**src/hdl/tal_regs.vh**
```
`ifndef TAL_REGS_VH
`define TAL_REGS_VH

// Register byte offsets on the AXI4-Lite bus
`define TAL_OFS_STATUS    8'h00
`define TAL_OFS_CONFIG    8'h04
`define TAL_OFS_FILTCMP   8'h08
`define TAL_OFS_ENHCFG    8'h0C
`define TAL_OFS_LHIGH     8'h10
`define TAL_OFS_RHIGH     8'h14
`define TAL_OFS_RLOW      8'h18
`define TAL_OFS_CRIT_STATUS_FLAG     8'h1C
`define TAL_OFS_CHYST     8'h20
`define TAL_OFS_RTEMP     8'h24
`define TAL_OFS_LTEMP     8'h28

// Alarm status bit positions
`define TAL_ST_BUSY       7
`define TAL_ST_LHIGH      6
`define TAL_ST_RHIGH      4
`define TAL_ST_RLOW       3
`define TAL_ST_DIODE      2
`define TAL_ST_CRIT       1
`define TAL_ST_ALARMS     8'h5A

// Control bit positions
`define TAL_CFG_MASK      7
`define TAL_CFG_UNLOCK    1
`define TAL_FC_CMPMODE    0
`define TAL_FC_ALERTCFG   1
`define TAL_EC_USF        3

// Reset values
`define TAL_RST_LHIGH     8'h46
`define TAL_RST_RHIGH     11'h230
`define TAL_RST_RLOW      11'h000
`define TAL_RST_CRIT_STATUS_FLAG     8'h55
`define TAL_RST_CHYST     8'h0A

// Saturation limits of the temperature words
`define TAL_R_SMAX        11'h3FF
`define TAL_R_SMIN        11'h400
`define TAL_R_UMAX        11'h7FF
`define TAL_R_UMIN        11'h000
`define TAL_L_SMAX        8'h7F
`define TAL_L_SMIN        8'h80

// Link addresses: own address and alert response address, with read bit
`define TAL_OWN_ADDR      7'h4C
`define TAL_ARA_READ      8'h19

// AXI responses
`define TAL_RESP_OKAY     2'h0
`define TAL_RESP_SLVERR   2'h2

`endif

```
**src/hdl/tal_alert_logic.v**
```verilog
// Design decisions made here: the AXI4-Lite interface to the registers and the register offsets.
`include "tal_regs.vh"

// Operation
// Each conversion end compares readings to high, low, critical limits, sets status.
// With mask clear, any alarm bit except busy and diode fault pulls event low.
// Comparator mode: event releases by itself once the condition is gone.
// Comparator mode only while comparator bit is one; zero after reset.
// Interrupt mode: status read with any alarm bit set sets the mask bit.
// Status bits clear only on status read; next conversion sets them again.
// Comparator bit zero selects interrupt mode; that is the reset value.
// Host reads status then writes mask back to zero to re-enable event.
// Host issues start, response address read, takes byte, no-ack, stop.
// While event low, acknowledge response read and send own address, arbitrating.
// After full address sent, release event output and set the mask bit.
// Alert response address is 0001100; no device owns it.
// Answer response address only while alert configuration bit is zero.
// Mask bit disables event output; mask and alert config reset to zero.
// Critical output active while critical flag set; set above critical limit.
// Critical flag clears at or below limit minus hysteresis, 1 degree resolution.
// Critical limit keeps its default and ignores writes until unlock bit set.
// Format select chooses signed or unsigned limit; range +255 to -256. The 8-bit limit here spans -128 to +127 signed, 0 to +255 unsigned.
// Never drive the link clock, never stretch it; data line is two-way.
// Fixed 7-bit own address 1001100, not changeable.
// Temperatures read as left-justified 16-bit words, unused low bits zero.
// Temperatures saturate at full scale instead of wrapping.
// Remote values are 11-bit signed or unsigned words in eighths of a degree.
// Event and critical outputs are active-low open-drain, released when idle.
module tal_alert_logic #(
  parameter ADDR_W = 8,
  parameter [7:0] CRIT_DEFAULT = `TAL_RST_CRIT_STATUS_FLAG
) (
  input wire aclk,
  input wire aresetn,
  input wire ce,
  input wire [ADDR_W-1:0] s_axi_awaddr,
  input wire s_axi_awvalid,
  output wire s_axi_awready,
  input wire [31:0] s_axi_wdata,
  input wire [3:0] s_axi_wstrb,
  input wire s_axi_wvalid,
  output wire s_axi_wready,
  output wire [1:0] s_axi_bresp,
  output wire s_axi_bvalid,
  input wire s_axi_bready,
  input wire [ADDR_W-1:0] s_axi_araddr,
  input wire s_axi_arvalid,
  output wire s_axi_arready,
  output wire [31:0] s_axi_rdata,
  output wire [1:0] s_axi_rresp,
  output wire s_axi_rvalid,
  input wire s_axi_rready,
  input wire conv_done,
  input wire [12:0] remote_temp_raw,
  input wire [9:0] local_temp_raw,
  input wire diode_fault,
  input wire busy,
  input wire scl_i,
  input wire sda_i,
  output wire sda_o,
  output wire sda_oe,
  output wire alert_out_n,
  output wire alert_oe,
  output wire critical_out_n,
  output wire critical_oe
);

  localparam [2:0] ST_IDLE = 3'h0;
  localparam [2:0] ST_ADDR = 3'h1;
  localparam [2:0] ST_ACK = 3'h2;
  localparam [2:0] ST_TX = 3'h3;
  localparam [2:0] ST_DONE = 3'h4;

  // Saturate the remote reading into the 11-bit word of the chosen format
  function [10:0] tal_clamp_remote;
    input [12:0] raw;
    input unsigned_format_sel;
    begin
      if (unsigned_format_sel) begin
        if (raw[12])
          tal_clamp_remote = `TAL_R_UMIN;
        else if (raw[11])
          tal_clamp_remote = `TAL_R_UMAX;
        else
          tal_clamp_remote = raw[10:0];
      end else if (!raw[12] && (raw[11] || raw[10])) begin
        tal_clamp_remote = `TAL_R_SMAX;
      end else if (raw[12] && !(raw[11] && raw[10])) begin
        tal_clamp_remote = `TAL_R_SMIN;
      end else begin
        tal_clamp_remote = raw[10:0];
      end
    end
  endfunction

  // Widen an 11-bit word to 12-bit signed according to the format select
  function [11:0] tal_ext;
    input [10:0] v;
    input unsigned_format_sel;
    begin
      tal_ext = {(unsigned_format_sel ? 1'b0 : v[10]), v};
    end
  endfunction

  // Register state
  reg [7:0] status_ff;
  reg [7:0] cond_ff;
  reg crit_flag_ff;
  reg mask_ff;
  reg unlock_ff;
  reg cmp_mode_ff;
  reg alert_cfg_ff;
  reg usf_ff;
  reg [7:0] lhigh_ff;
  reg [10:0] rhigh_ff;
  reg [10:0] rlow_ff;
  reg [7:0] crit_status_flag_ff;
  reg [7:0] chyst_ff;
  reg [10:0] rtemp_ff;
  reg [7:0] ltemp_ff;
  reg alert_oe_ff;

  // Bus slave state
  reg aw_hold_ff;
  reg [ADDR_W-1:0] awaddr_ff;
  reg w_hold_ff;
  reg [31:0] wdata_ff;
  reg [3:0] wstrb_ff;
  reg bvalid_ff;
  reg [1:0] bresp_ff;
  reg rvalid_ff;
  reg [31:0] rdata_ff;
  reg [1:0] rresp_ff;

  // Link state
  reg [2:0] scl_sync_ff;
  reg [2:0] sda_sync_ff;
  reg scl_ff;
  reg sda_ff;
  reg [2:0] lk_state_ff;
  reg [2:0] bit_cnt_ff;
  reg [7:0] shift_ff;
  reg sda_oe_ff;
  reg ara_done_ff;

  // Handshakes and decoded strobes
  wire wr_go = ce && aw_hold_ff && w_hold_ff && !bvalid_ff;
  wire rd_go = ce && s_axi_arvalid && !rvalid_ff;
  assign s_axi_awready = ce && !aw_hold_ff && !bvalid_ff;
  assign s_axi_wready = ce && !w_hold_ff && !bvalid_ff;
  assign s_axi_arready = ce && !rvalid_ff;
  assign s_axi_bvalid = bvalid_ff;
  assign s_axi_bresp = bresp_ff;
  assign s_axi_rvalid = rvalid_ff;
  assign s_axi_rdata = rdata_ff;
  assign s_axi_rresp = rresp_ff;

  wire wr_cfg = wr_go && (awaddr_ff == `TAL_OFS_CONFIG) && wstrb_ff[0];
  wire wr_fc = wr_go && (awaddr_ff == `TAL_OFS_FILTCMP) && wstrb_ff[0];
  wire wr_ec = wr_go && (awaddr_ff == `TAL_OFS_ENHCFG) && wstrb_ff[0];
  wire st_read = rd_go && (s_axi_araddr == `TAL_OFS_STATUS);
  wire [7:0] alarms = status_ff & `TAL_ST_ALARMS;

  // Event request: live conditions in comparator mode, sticky bits otherwise
  wire alert_req = !mask_ff &&
    (cmp_mode_ff ? |(cond_ff & `TAL_ST_ALARMS) : |alarms);
  wire ara_armed = alert_req && !alert_cfg_ff;

  // Saturated readings and the conditions they raise
  wire [10:0] rt_now = tal_clamp_remote(remote_temp_raw, usf_ff);
  reg [7:0] lt_now;
  always @* begin
    if (!local_temp_raw[9] && (local_temp_raw[8] || local_temp_raw[7]))
      lt_now = `TAL_L_SMAX;
    else if (local_temp_raw[9] && !(local_temp_raw[8] && local_temp_raw[7]))
      lt_now = `TAL_L_SMIN;
    else
      lt_now = local_temp_raw[7:0];
  end

  wire [11:0] rt_x = tal_ext(rt_now, usf_ff);
  wire [11:0] rh_x = tal_ext(rhigh_ff, usf_ff);
  wire [11:0] rl_x = tal_ext(rlow_ff, usf_ff);
  wire [9:0] rt_deg = {rt_x[11], rt_x[11:3]};
  wire [9:0] lim_deg = {(usf_ff ? 2'b00 : {2{crit_status_flag_ff[7]}}), crit_status_flag_ff};
  wire [9:0] clr_deg = lim_deg - {2'b00, chyst_ff};
  wire crit_above = $signed(rt_deg) > $signed(lim_deg);
  wire crit_below = $signed(rt_deg) <= $signed(clr_deg);

  reg [7:0] cond_now;
  always @* begin
    cond_now = 8'h00;
    cond_now[`TAL_ST_LHIGH] = $signed(lt_now) > $signed(lhigh_ff);
    cond_now[`TAL_ST_RHIGH] = $signed(rt_x) > $signed(rh_x);
    cond_now[`TAL_ST_RLOW] = $signed(rt_x) < $signed(rl_x);
    cond_now[`TAL_ST_DIODE] = diode_fault;
    cond_now[`TAL_ST_CRIT] = crit_above;
  end

  // Conversion results, sticky status and critical flag
  always @(posedge aclk) begin
    if (!aresetn) begin
      status_ff <= 8'h00;
      cond_ff <= 8'h00;
      crit_flag_ff <= 1'b0;
      rtemp_ff <= 11'h000;
      ltemp_ff <= 8'h00;
    end else if (ce) begin
      if (conv_done) begin
        rtemp_ff <= rt_now;
        ltemp_ff <= lt_now;
        cond_ff <= cond_now;
        if (crit_above)
          crit_flag_ff <= 1'b1;
        else if (crit_below)
          crit_flag_ff <= 1'b0;
      end
      // A conversion landing on the clearing read keeps its bits
      status_ff <= (status_ff & (st_read ? 8'h00 : 8'hFF)) |
        (conv_done ? (cond_now & ~(8'h01 << `TAL_ST_BUSY)) : 8'h00);
    end
  end

  // Control registers written by software, mask also set by hardware
  always @(posedge aclk) begin
    if (!aresetn) begin
      mask_ff <= 1'b0;
      unlock_ff <= 1'b0;
      cmp_mode_ff <= 1'b0;
      alert_cfg_ff <= 1'b0;
      usf_ff <= 1'b0;
    end else if (ce) begin
      if (ara_done_ff || (st_read && !cmp_mode_ff && |alarms))
        mask_ff <= 1'b1;
      else if (wr_cfg)
        mask_ff <= wdata_ff[`TAL_CFG_MASK];
      if (wr_cfg)
        unlock_ff <= wdata_ff[`TAL_CFG_UNLOCK];
      if (wr_fc) begin
        cmp_mode_ff <= wdata_ff[`TAL_FC_CMPMODE];
        alert_cfg_ff <= wdata_ff[`TAL_FC_ALERTCFG];
      end
      if (wr_ec)
        usf_ff <= wdata_ff[`TAL_EC_USF];
    end
  end

  // Limit registers; 16-bit limits keep their top 11 bits
  always @(posedge aclk) begin
    if (!aresetn) begin
      lhigh_ff <= `TAL_RST_LHIGH;
      rhigh_ff <= `TAL_RST_RHIGH;
      rlow_ff <= `TAL_RST_RLOW;
      crit_status_flag_ff <= CRIT_DEFAULT;
      chyst_ff <= `TAL_RST_CHYST;
    end else if (wr_go) begin
      case (awaddr_ff)
        `TAL_OFS_LHIGH: begin
          if (wstrb_ff[0])
            lhigh_ff <= wdata_ff[7:0];
        end
        `TAL_OFS_RHIGH: begin
          if (wstrb_ff[1])
            rhigh_ff[10:3] <= wdata_ff[15:8];
          if (wstrb_ff[0])
            rhigh_ff[2:0] <= wdata_ff[7:5];
        end
        `TAL_OFS_RLOW: begin
          if (wstrb_ff[1])
            rlow_ff[10:3] <= wdata_ff[15:8];
          if (wstrb_ff[0])
            rlow_ff[2:0] <= wdata_ff[7:5];
        end
        `TAL_OFS_CRIT_STATUS_FLAG: begin
          if (wstrb_ff[0] && unlock_ff)
            crit_status_flag_ff <= wdata_ff[7:0];
        end
        `TAL_OFS_CHYST: begin
          if (wstrb_ff[0])
            chyst_ff <= wdata_ff[7:0];
        end
        default: begin
          lhigh_ff <= lhigh_ff;
        end
      endcase
    end
  end

  // Read decode; temperatures are left-justified with zero low bits
  reg [31:0] rd_mux;
  reg rd_hit;
  always @* begin
    rd_mux = 32'h0000_0000;
    rd_hit = 1'b1;
    case (s_axi_araddr)
      `TAL_OFS_STATUS: begin
        rd_mux[7:0] = status_ff;
        rd_mux[`TAL_ST_BUSY] = busy;
        rd_mux[`TAL_ST_CRIT] = crit_flag_ff;
      end
      `TAL_OFS_CONFIG: begin
        rd_mux[`TAL_CFG_MASK] = mask_ff;
        rd_mux[`TAL_CFG_UNLOCK] = unlock_ff;
      end
      `TAL_OFS_FILTCMP: begin
        rd_mux[`TAL_FC_CMPMODE] = cmp_mode_ff;
        rd_mux[`TAL_FC_ALERTCFG] = alert_cfg_ff;
      end
      `TAL_OFS_ENHCFG: rd_mux[`TAL_EC_USF] = usf_ff;
      `TAL_OFS_LHIGH: rd_mux[7:0] = lhigh_ff;
      `TAL_OFS_RHIGH: rd_mux[15:5] = rhigh_ff;
      `TAL_OFS_RLOW: rd_mux[15:5] = rlow_ff;
      `TAL_OFS_CRIT_STATUS_FLAG: rd_mux[7:0] = crit_status_flag_ff;
      `TAL_OFS_CHYST: rd_mux[7:0] = chyst_ff;
      `TAL_OFS_RTEMP: rd_mux[15:5] = rtemp_ff;
      `TAL_OFS_LTEMP: rd_mux[15:8] = ltemp_ff;
      default: rd_hit = 1'b0;
    endcase
  end

  // Write channel: address and data taken in either order
  always @(posedge aclk) begin
    if (!aresetn) begin
      aw_hold_ff <= 1'b0;
      w_hold_ff <= 1'b0;
      awaddr_ff <= {ADDR_W{1'b0}};
      wdata_ff <= 32'h0000_0000;
      wstrb_ff <= 4'h0;
      bvalid_ff <= 1'b0;
      bresp_ff <= `TAL_RESP_OKAY;
    end else if (ce) begin
      if (s_axi_awvalid && s_axi_awready) begin
        aw_hold_ff <= 1'b1;
        awaddr_ff <= s_axi_awaddr;
      end
      if (s_axi_wvalid && s_axi_wready) begin
        w_hold_ff <= 1'b1;
        wdata_ff <= s_axi_wdata;
        wstrb_ff <= s_axi_wstrb;
      end
      if (wr_go) begin
        aw_hold_ff <= 1'b0;
        w_hold_ff <= 1'b0;
        bvalid_ff <= 1'b1;
        bresp_ff <= (awaddr_ff > `TAL_OFS_LTEMP || awaddr_ff[1:0] != 2'h0) ?
          `TAL_RESP_SLVERR : `TAL_RESP_OKAY;
      end else if (bvalid_ff && s_axi_bready) begin
        bvalid_ff <= 1'b0;
      end
    end
  end

  // Read channel: one beat, data registered at the address handshake
  always @(posedge aclk) begin
    if (!aresetn) begin
      rvalid_ff <= 1'b0;
      rdata_ff <= 32'h0000_0000;
      rresp_ff <= `TAL_RESP_OKAY;
    end else if (ce) begin
      if (rd_go) begin
        rvalid_ff <= 1'b1;
        rdata_ff <= rd_mux;
        rresp_ff <= rd_hit ? `TAL_RESP_OKAY : `TAL_RESP_SLVERR;
      end else if (rvalid_ff && s_axi_rready) begin
        rvalid_ff <= 1'b0;
      end
    end
  end

  // Link pins: three stages, a level counts once stages two and three agree
  wire scl_ok = scl_sync_ff[1] == scl_sync_ff[2];
  wire sda_ok = sda_sync_ff[1] == sda_sync_ff[2];
  wire scl_rise = scl_ok && scl_sync_ff[2] && !scl_ff;
  wire scl_fall = scl_ok && !scl_sync_ff[2] && scl_ff;
  wire sda_rise = sda_ok && sda_sync_ff[2] && !sda_ff;
  wire sda_fall = sda_ok && !sda_sync_ff[2] && sda_ff;
  wire [7:0] reply = {`TAL_OWN_ADDR, 1'b0};

  // Alert response: take the address, acknowledge, send own address
  always @(posedge aclk) begin
    if (!aresetn) begin
      scl_sync_ff <= 3'h7;
      sda_sync_ff <= 3'h7;
      scl_ff <= 1'b1;
      sda_ff <= 1'b1;
      lk_state_ff <= ST_IDLE;
      bit_cnt_ff <= 3'h0;
      shift_ff <= 8'h00;
      sda_oe_ff <= 1'b0;
      ara_done_ff <= 1'b0;
    end else if (ce) begin
      scl_sync_ff <= {scl_sync_ff[1:0], scl_i};
      sda_sync_ff <= {sda_sync_ff[1:0], sda_i};
      if (scl_ok)
        scl_ff <= scl_sync_ff[2];
      if (sda_ok)
        sda_ff <= sda_sync_ff[2];
      ara_done_ff <= 1'b0;
      if (sda_fall && scl_ff && !sda_oe_ff) begin
        lk_state_ff <= ST_ADDR; // Start or repeated start
        bit_cnt_ff <= 3'h0;
      end else if (sda_rise && scl_ff && !sda_oe_ff) begin
        lk_state_ff <= ST_IDLE; // Stop
      end else begin
        case (lk_state_ff)
          ST_ADDR: begin
            if (scl_rise) begin
              shift_ff <= {shift_ff[6:0], sda_ff};
              bit_cnt_ff <= bit_cnt_ff + 3'h1;
              if (bit_cnt_ff == 3'h7)
                lk_state_ff <= ({shift_ff[6:0], sda_ff} == `TAL_ARA_READ && ara_armed) ?
                  ST_ACK : ST_IDLE;
            end
          end
          ST_ACK: begin
            if (scl_fall && !sda_oe_ff) begin
              sda_oe_ff <= 1'b1;
            end else if (scl_fall) begin
              sda_oe_ff <= ~reply[7];
              shift_ff <= {reply[6:0], 1'b0};
              bit_cnt_ff <= 3'h0;
              lk_state_ff <= ST_TX;
            end
          end
          ST_TX: begin
            if (scl_rise) begin
              bit_cnt_ff <= bit_cnt_ff + 3'h1;
              if (!sda_oe_ff && !sda_ff) begin
                lk_state_ff <= ST_IDLE;
              end else if (bit_cnt_ff == 3'h7) begin
                ara_done_ff <= 1'b1;
                lk_state_ff <= ST_DONE;
              end
            end else if (scl_fall) begin
              sda_oe_ff <= ~shift_ff[7];
              shift_ff <= {shift_ff[6:0], 1'b0};
            end
          end
          ST_DONE: begin
            if (scl_fall) begin
              sda_oe_ff <= 1'b0;
              lk_state_ff <= ST_IDLE;
            end
          end
          default: begin
            sda_oe_ff <= 1'b0;
            lk_state_ff <= ST_IDLE;
          end
        endcase
      end
      if (lk_state_ff == ST_IDLE || lk_state_ff == ST_ADDR)
        sda_oe_ff <= 1'b0;
    end
  end

  // Event pin follows the request one cycle later
  always @(posedge aclk) begin
    if (!aresetn)
      alert_oe_ff <= 1'b0;
    else if (ce)
      alert_oe_ff <= alert_req && !ara_done_ff;
  end

  // Open-drain pins only ever pull low; the clock line has no driver
  assign sda_o = 1'b0;
  assign sda_oe = sda_oe_ff;
  assign alert_out_n = 1'b0;
  assign alert_oe = alert_oe_ff;
  assign critical_out_n = 1'b0;
  assign critical_oe = crit_flag_ff;

endmodule

```
**config.mk**
```make
export PLATFORM = sky130hd
export DESIGN_NAME = tal_alert_logic
export DESIGN_NICKNAME = d
export VERILOG_FILES = /design/src/hdl/tal_alert_logic.v
export VERILOG_INCLUDE_DIRS = /design/src /design/src/hdl
export SDC_FILE = /design/constraint.sdc
export NUM_CORES = 1
export LEC_CHECK = 0
export BUFFER_PORTS_ARGS = -buffer_cell sky130_fd_sc_hd__buf_2
export CELL_PAD_IN_SITES_DETAIL_PLACEMENT = 1
export CELL_PAD_IN_SITES_GLOBAL_PLACEMENT = 1
export CORE_MARGIN = 2
export CORE_UTILIZATION = 47
export DETAILED_ROUTE_END_ITERATION = 10
export GPL_ROUTABILITY_DRIVEN = 0
export PLACE_DENSITY_LB_ADDON = 0.1
export SLEW_MARGIN = 5
export SYNTH_ARGS = -nofsm -noshare
export SYNTH_HDL_FRONTEND = slang
export SYNTH_SLANG_ARGS = --single-unit
```
**constraint.sdc**
```tcl
create_clock -name aclk -period 5.03 [get_ports aclk]
set_input_delay 0.503 -clock aclk [delete_from_list [all_inputs] [get_ports aclk]]
set_output_delay 0.503 -clock aclk [all_outputs]
set_load 0.005 [all_outputs]
```
---- Word level (Yosys, flattened, before mapping) ----
Index checks and enable logic that the tools add are counted.
Widths: inputs -> output; s select.
word-level totals
  bits in registers ....................... 159
  latch bits .............................. 0
  memory bits (writable) .................. 0
  bits in read-only memories .............. 0
  output and inout port bits .............. 47
  logic and storage cells ................. 283
  memories ................................ 0
operators by class
  add/sub/neg operators ................... 2
  $mul .................................... 0
  div/mod/pow operators ................... 0
  order comparisons ....................... 6
  eq/ne operators ......................... 47
  shift-type cells ........................ 0
  multiplexer cells ....................... 74
  bitwise gates (word level) .............. 5
  reduce and logical (&&, ||, !) cells .... 112
operators with widths
  cell                number
  $eq 8x5->1 const B  9
  $mux 8              8
  $mux 11             5
  $logic_and 1x1->1   48
  $mux 3              14
  $eq 8x4->1 const B  4
  $eq 8x6->1 const B  4
  $pmux 8 s4          1
  $mux 1              30
  $reduce_and 2->1    15
  $ne 4x4->1 const B  6
  $pmux 8 s3          1
  $reduce_and 3->1    8
  $logic_not 1->1     17
  $eq 8x3->1 const B  2
  $pmux 2 s7          1
  $reduce_bool 2->1   7
  $gt 12x12->1        1
  $lt 12x12->1        1
  $ne 2x2->1 const B  6
  $ne 3x3->1 const B  4
  $pmux 1 s4          3
  $pmux 3 s4          1
  $reduce_and 6->1    2
  other kinds (31)    48

---- Logic depth before layout (Yosys ltp) ----
  word-level depth ........................ 11
  depth in mapped cells ................... 14

---- Worst setup path after synthesis ----
Ideal clock, no wire load.
  kind .................................... reg-to-reg
  start point ............................. register chyst_ff[1]
  end point ............................... register crit_flag_ff (netlist: critical_oe)
  setup time .............................. 0.131 ns
  arrival ................................. 2.776 ns
  required time ........................... 4.899 ns
  path slack .............................. 2.123 ns
  cell stages (with the launch flop) ...... 12
  buffers on the path ..................... 0
  cell sequence ........................... dfxtp_1 -> inv_1 -> ha_1 -> nor2b_1 -> o21ai_0 -> a21oi_1 -> o41ai_1 -> o21ai_0 -> ha_1 -> or4b_2 -> a211oi_1 -> o22ai_1
between the ends
  longest elaborated chain between the ends .. 4
ends and longest elaborated chain
  what                         RTL line               text
  start, declared              tal_alert_logic.v:118  reg [7:0] chyst_ff;
  start signal, assigned       tal_alert_logic.v:255  chyst_ff <= `TAL_RST_CHYST;
  start signal, assigned       tal_alert_logic.v:280  chyst_ff <= wdata_ff[7:0];
  $sub 10x8->10                tal_alert_logic.v:186  wire [9:0] clr_deg = lim_deg - {2'b00, chyst_ff};
  $le 9x10->1                  tal_alert_logic.v:188  wire crit_below = $signed(rt_deg) <= $signed(clr_deg);
  $reduce_bool 2->1 (no line)  --
  $reduce_and 3->1 (no line)   --
  end signal, assigned         tal_alert_logic.v:205  crit_flag_ff <= 1'b0;
  end signal, assigned         tal_alert_logic.v:214  crit_flag_ff <= 1'b1;
  end signal, assigned         tal_alert_logic.v:216  crit_flag_ff <= 1'b0;
  end, declared                tal_alert_logic.v:108  reg crit_flag_ff;
No other way between the ends.
A chain may end at the register's enable or synchronous reset.

---- Final worst setup path ----
Ends and elaborated chain as after synthesis.

==> metrics.md <==
| Metric | Value |
|---|---|
| CTS tree | `yes` |
| Crit path required time | `5.33 ns` |
| Via count | `8,040` |
| Crit-path max FO | `4` |
| CP Depth | `11` |
| Count of nets left with antenna violations after detail routing | `0` |
| Synth unique cells | `75` |
| Largest net degree at the start of global routing | `78` |
| Number of enable-type register cells in the synthesized netlist | `0` |
| Critical path launch point type | `flip-flop` |
| Measured slew at the worst slew-check pin | `1.04 ns` |
| Buffers added on ports | `95` |
| Period Utilization, post-route | `0.727` |
| Crit-path leading delay family | `compound AO/OA/AOI/OAI gates` |
| Final hold slack | `0.285 ns` |
| Max stage delay on crit path | `0.60 ns` |
| Overall fraction of global-route tracks in use | `0.274` |
| Master of the slowest instance on the critical path | `or4b_2` |
| Number of sinks driven by the clock tree | `155` |
| Worst slew margin | `0.301` |
| Avg Synthesized Cell Area | `8.45 um^2` |
| Total overflow reported by the global router | `0` |
| CTS buffer count | `17` |
| Endpoint type of the worst setup path | `flip-flop` |
| Antenna violations before repair | `0` |
| Final setup violation count | `0` |
| Die height | `142 um` |
| Number of buffers and inverters on the critical path | `1` |
| Number of hold-slack violations in the final timing report | `0` |
| Portion of the post-synthesis area used by sequential elements | `0.344` |
| Ratio of total power to cell area | `300 mW/mm^2` |
| Yosys synthesis warning count | `0` |
| Endpoint with the worst hold slack | `scl_sync_ff[0]$_SDFFE_PN1P_` |
| Count of standard-cell rows | `50` |
| Detail Placement HPWL | `20,200 um` |
| Clock-pin slew of the registers on the worst-case setup and hold paths | `0.06 ns` |
| DRC | `0` |
| Num ports | `135` |
| Via density per instance | `5.83` |
| Fraction of layout cells with a size suffix above 1 | `0.130` |
| Worst-path cell chain | `inv_1 > ha_1 > nor2b_1 > o21ai_0 > a21oi_1 > o41ai_1 > o21ai_0 > ha_1 > or4b_2 > a211oi_1 > o22ai_1` |
| Non-filler cells, final | `1,380` |
| Global-route wire length before repair | `43,200 um` |
| Hold_sp | `scl_i` |
| Iter 0 DRT Violations | `364` |
| Initial core utilization | `0.480` |
| Synthesized area | `0.00901 mm^2` |
| Highest-count cells in the layout ignoring fill and taps | `dfxtp_1, nand2_1, buf_2, ha_1, nor2_1` |
| Critical path arrival | `3.96 ns` |
| Number of nets in the layout | `1,288` |
| Clock tree skew after final layout | `0.0110 ns` |
| Core Area | `0.0188 mm^2` |
| Upper clock frequency limit | `0.274 GHz` |
| Result of the run | `complete, no violations` |
| Hold_buf cts | `0` |
| Type of the most critical hold path | `input port to flip-flop` |
| Clk Latency, worst-skew pair | `0.44 ns` |
| Number of global-route vias before repair | `8,039` |
| Maximum vdd ir drop | `0.238 mV` |
| Share of flip-flops with an asynchronous set or reset | `0` |
| Number of cells on the worst hold path | `3` |
| Root buffer cell | `clkbuf_16` |
| Worst reg2reg path endpoint | `critical_oe$_SDFFE_PN0P_` |
| Floorplan die area | `0.0203 mm^2` |
| Worst Reg2Reg Path Length in Cells | `11` |
| Post-cts repair resize count | `0` |
| Clock tree buffer depth | `2` |
| Post-Route Setup TNS | `0 ns` |
| Register bit count reported by yosys | `155` |
| H-tree Lvls | `4` |
| Post-layout util | `0.541` |
| Post-Place Worst Slack | `1.39 ns` |
| Start-to-end type of the worst setup path | `flip-flop to flip-flop` |
| Top FF cell, synth | `dfxtp_1` |
| # Post-CTS Setup Buffers | `0` |
| First-pass iteration count of the detailed router | `5` |
| DR WL/cell | `19.8 um` |
| R2R setup slack | `1.38 ns` |
| Number of max-slew violations in the final report | `0` |
| Standby leakage power | `4.47 nW` |
| Area growth, synth to finish | `12.6%` |
| Setup repair after global routing missed its margin | `no` |
| Floorplan die width | `142 um` |
| Reg-to-reg critical path startpoint | `chyst_ff[1]$_SDFFE_PN1P_` |
| Final-layout fill cell count | `2,280` |
| Post-Place Cells | `1,348` |
| Worst setup margin | `1.38 ns` |
| Cell count after synthesis | `1,066` |
| Crit path time final | `3.65 ns` |
| Number of diodes added for antenna fixing | `0` |
| Max-Cap Viols | `0` |
| Post-Route WL | `27,300 um` |
| Most common library cell in the layout ignoring fill and taps | `dfxtp_1` |
[stage by stage]
stage,cell area [um^2],total power (W)
global route,10100,0.00315
floorplan,9090,0.00155
CTS,10100,0.00305
finish,10100,0.00304
global placement,9520,0.00165
detailed placement,9520,0.00166
[how the worst max path moves through the flow]
stage	slack, ns	endpoint	start
floorplan	2.12	critical_oe$_SDFFE_PN0P_	chyst_ff[1]$_SDFFE_PN1P_
global placement	1.47	critical_oe$_SDFFE_PN0P_	remote_temp_raw[10]
detailed placement	1.39	critical_oe$_SDFFE_PN0P_	remote_temp_raw[10]
CTS	1.40	critical_oe$_SDFFE_PN0P_	chyst_ff[1]$_SDFFE_PN1P_
global route	1.15	critical_oe$_SDFFE_PN0P_	chyst_ff[1]$_SDFFE_PN1P_
finish	1.38	critical_oe$_SDFFE_PN0P_	chyst_ff[1]$_SDFFE_PN1P_
[flip-flops by register name, indices dropped and copies added (netlist names), 11 cells and up]
register,flops
wdata_ff,16
rlow_ff,11
rhigh_ff,11
s_axi_rdata,16
rtemp_ff,11
[Yosys cell counts, types with 3 or more instances]
library cell | n | share of area
a211oi_1 | 6 | 0.0050
a21boi_0 | 27 | 0.022
a21boi_1 | 9 | 0.0075
a21o_1 | 6 | 0.0050
a21oi_1 | 31 | 0.017
a221o_1 | 8 | 0.0089
a221oi_1 | 8 | 0.0078
a22o_1 | 17 | 0.017
a22oi_1 | 16 | 0.013
a31oi_1 | 6 | 0.0042
and2_1 | 35 | 0.024
and3_1 | 9 | 0.0062
and4_1 | 4 | 0.0039
buf_2 | 10 | 0.0056
buf_4 | 22 | 0.018
clkbuf_1 | 37 | 0.015
dfxtp_1 | 155 | 0.34
ha_1 | 66 | 0.092
inv_1 | 56 | 0.023
mux2_2 | 9 | 0.011
mux2i_1 | 52 | 0.058
nand2_1 | 145 | 0.060
nand2b_1 | 16 | 0.011
nand3_1 | 23 | 0.013
nand4_1 | 11 | 0.0076
nor2_1 | 62 | 0.026
nor2b_1 | 59 | 0.041
nor3_1 | 9 | 0.0050
nor4_1 | 5 | 0.0035
o211a_1 | 4 | 0.0044
o211ai_1 | 14 | 0.012
o21a_1 | 5 | 0.0042
o21ai_0 | 42 | 0.023
o2bb2ai_1 | 6 | 0.0058
o31ai_1 | 12 | 0.010
or3_1 | 4 | 0.0028
xnor2_1 | 3 | 0.0029
xor2_1 | 5 | 0.0049
[cells by family after synthesis]
| family | share of synthesized area |
|---|---|
| AND/OR/NAND/NOR | 0.229 |
| AO/OA/AOI/OAI | 0.192 |
| flip-flops | 0.344 |
| buffers and inverters | 0.0630 |
| adder cells (fa/ha/maj) | 0.0938 |
| multiplexers | 0.0690 |
| XOR/XNOR | 0.00777 |
| other | 0.000416 |
[worst reg2reg max path: stages (launching register included)]
cell      delay, ns
dfxtp_1        0.44
inv_1          0.08
ha_1           0.29
nor2b_1        0.14
o21ai_0        0.25
a21oi_1        0.15
o41ai_1        0.45
o21ai_0        0.22
ha_1           0.39
or4b_2         0.60
a211oi_1       0.37
o22ai_1        0.14
[layer usage]
| layer | up-vias | part of all wire | global-route usage |
|---|---|---|---|
| li1 | 3877 | - | - |
| met1 | 3921 | 0.47 | 0.377 |
| met2 | 207 | 0.46 | 0.447 |
| met3 | 35 | 0.052 | 0.0437 |
| met4 | 0 | 0.020 | 0.0766 |
| met5 | - | 0 | 0 |
[cell type report]
| class | instances | area [um^2] | area share |
|---|---|---|---|
| timing repair buffer | 98 | 500 | 0.0493 |
| multi-input combinational | 805 | 5420 | 0.534 |
| tap | 234 | 293 | 0.0289 |
| clock inverter | 13 | 191 | 0.0189 |
| inverter | 56 | 210 | 0.0207 |
| sequential | 155 | 3100 | 0.306 |
| clock buffer | 19 | 433 | 0.0427 |
[where the power goes]
group / total [W] / internal (W) / leakage (nW) / switching, W
registers: 0.00130 / 0.00127 / 1.26 / 0.0000386
clock network: 0.00140 / 0.000837 / 0.300 / 0.000562
logic: 0.000338 / 0.000136 / 2.91 / 0.000202
total: 0.00304 / 0.00224 / 4.47 / 0.000803
No activity file was read; power rests on OpenSTA's default activity.
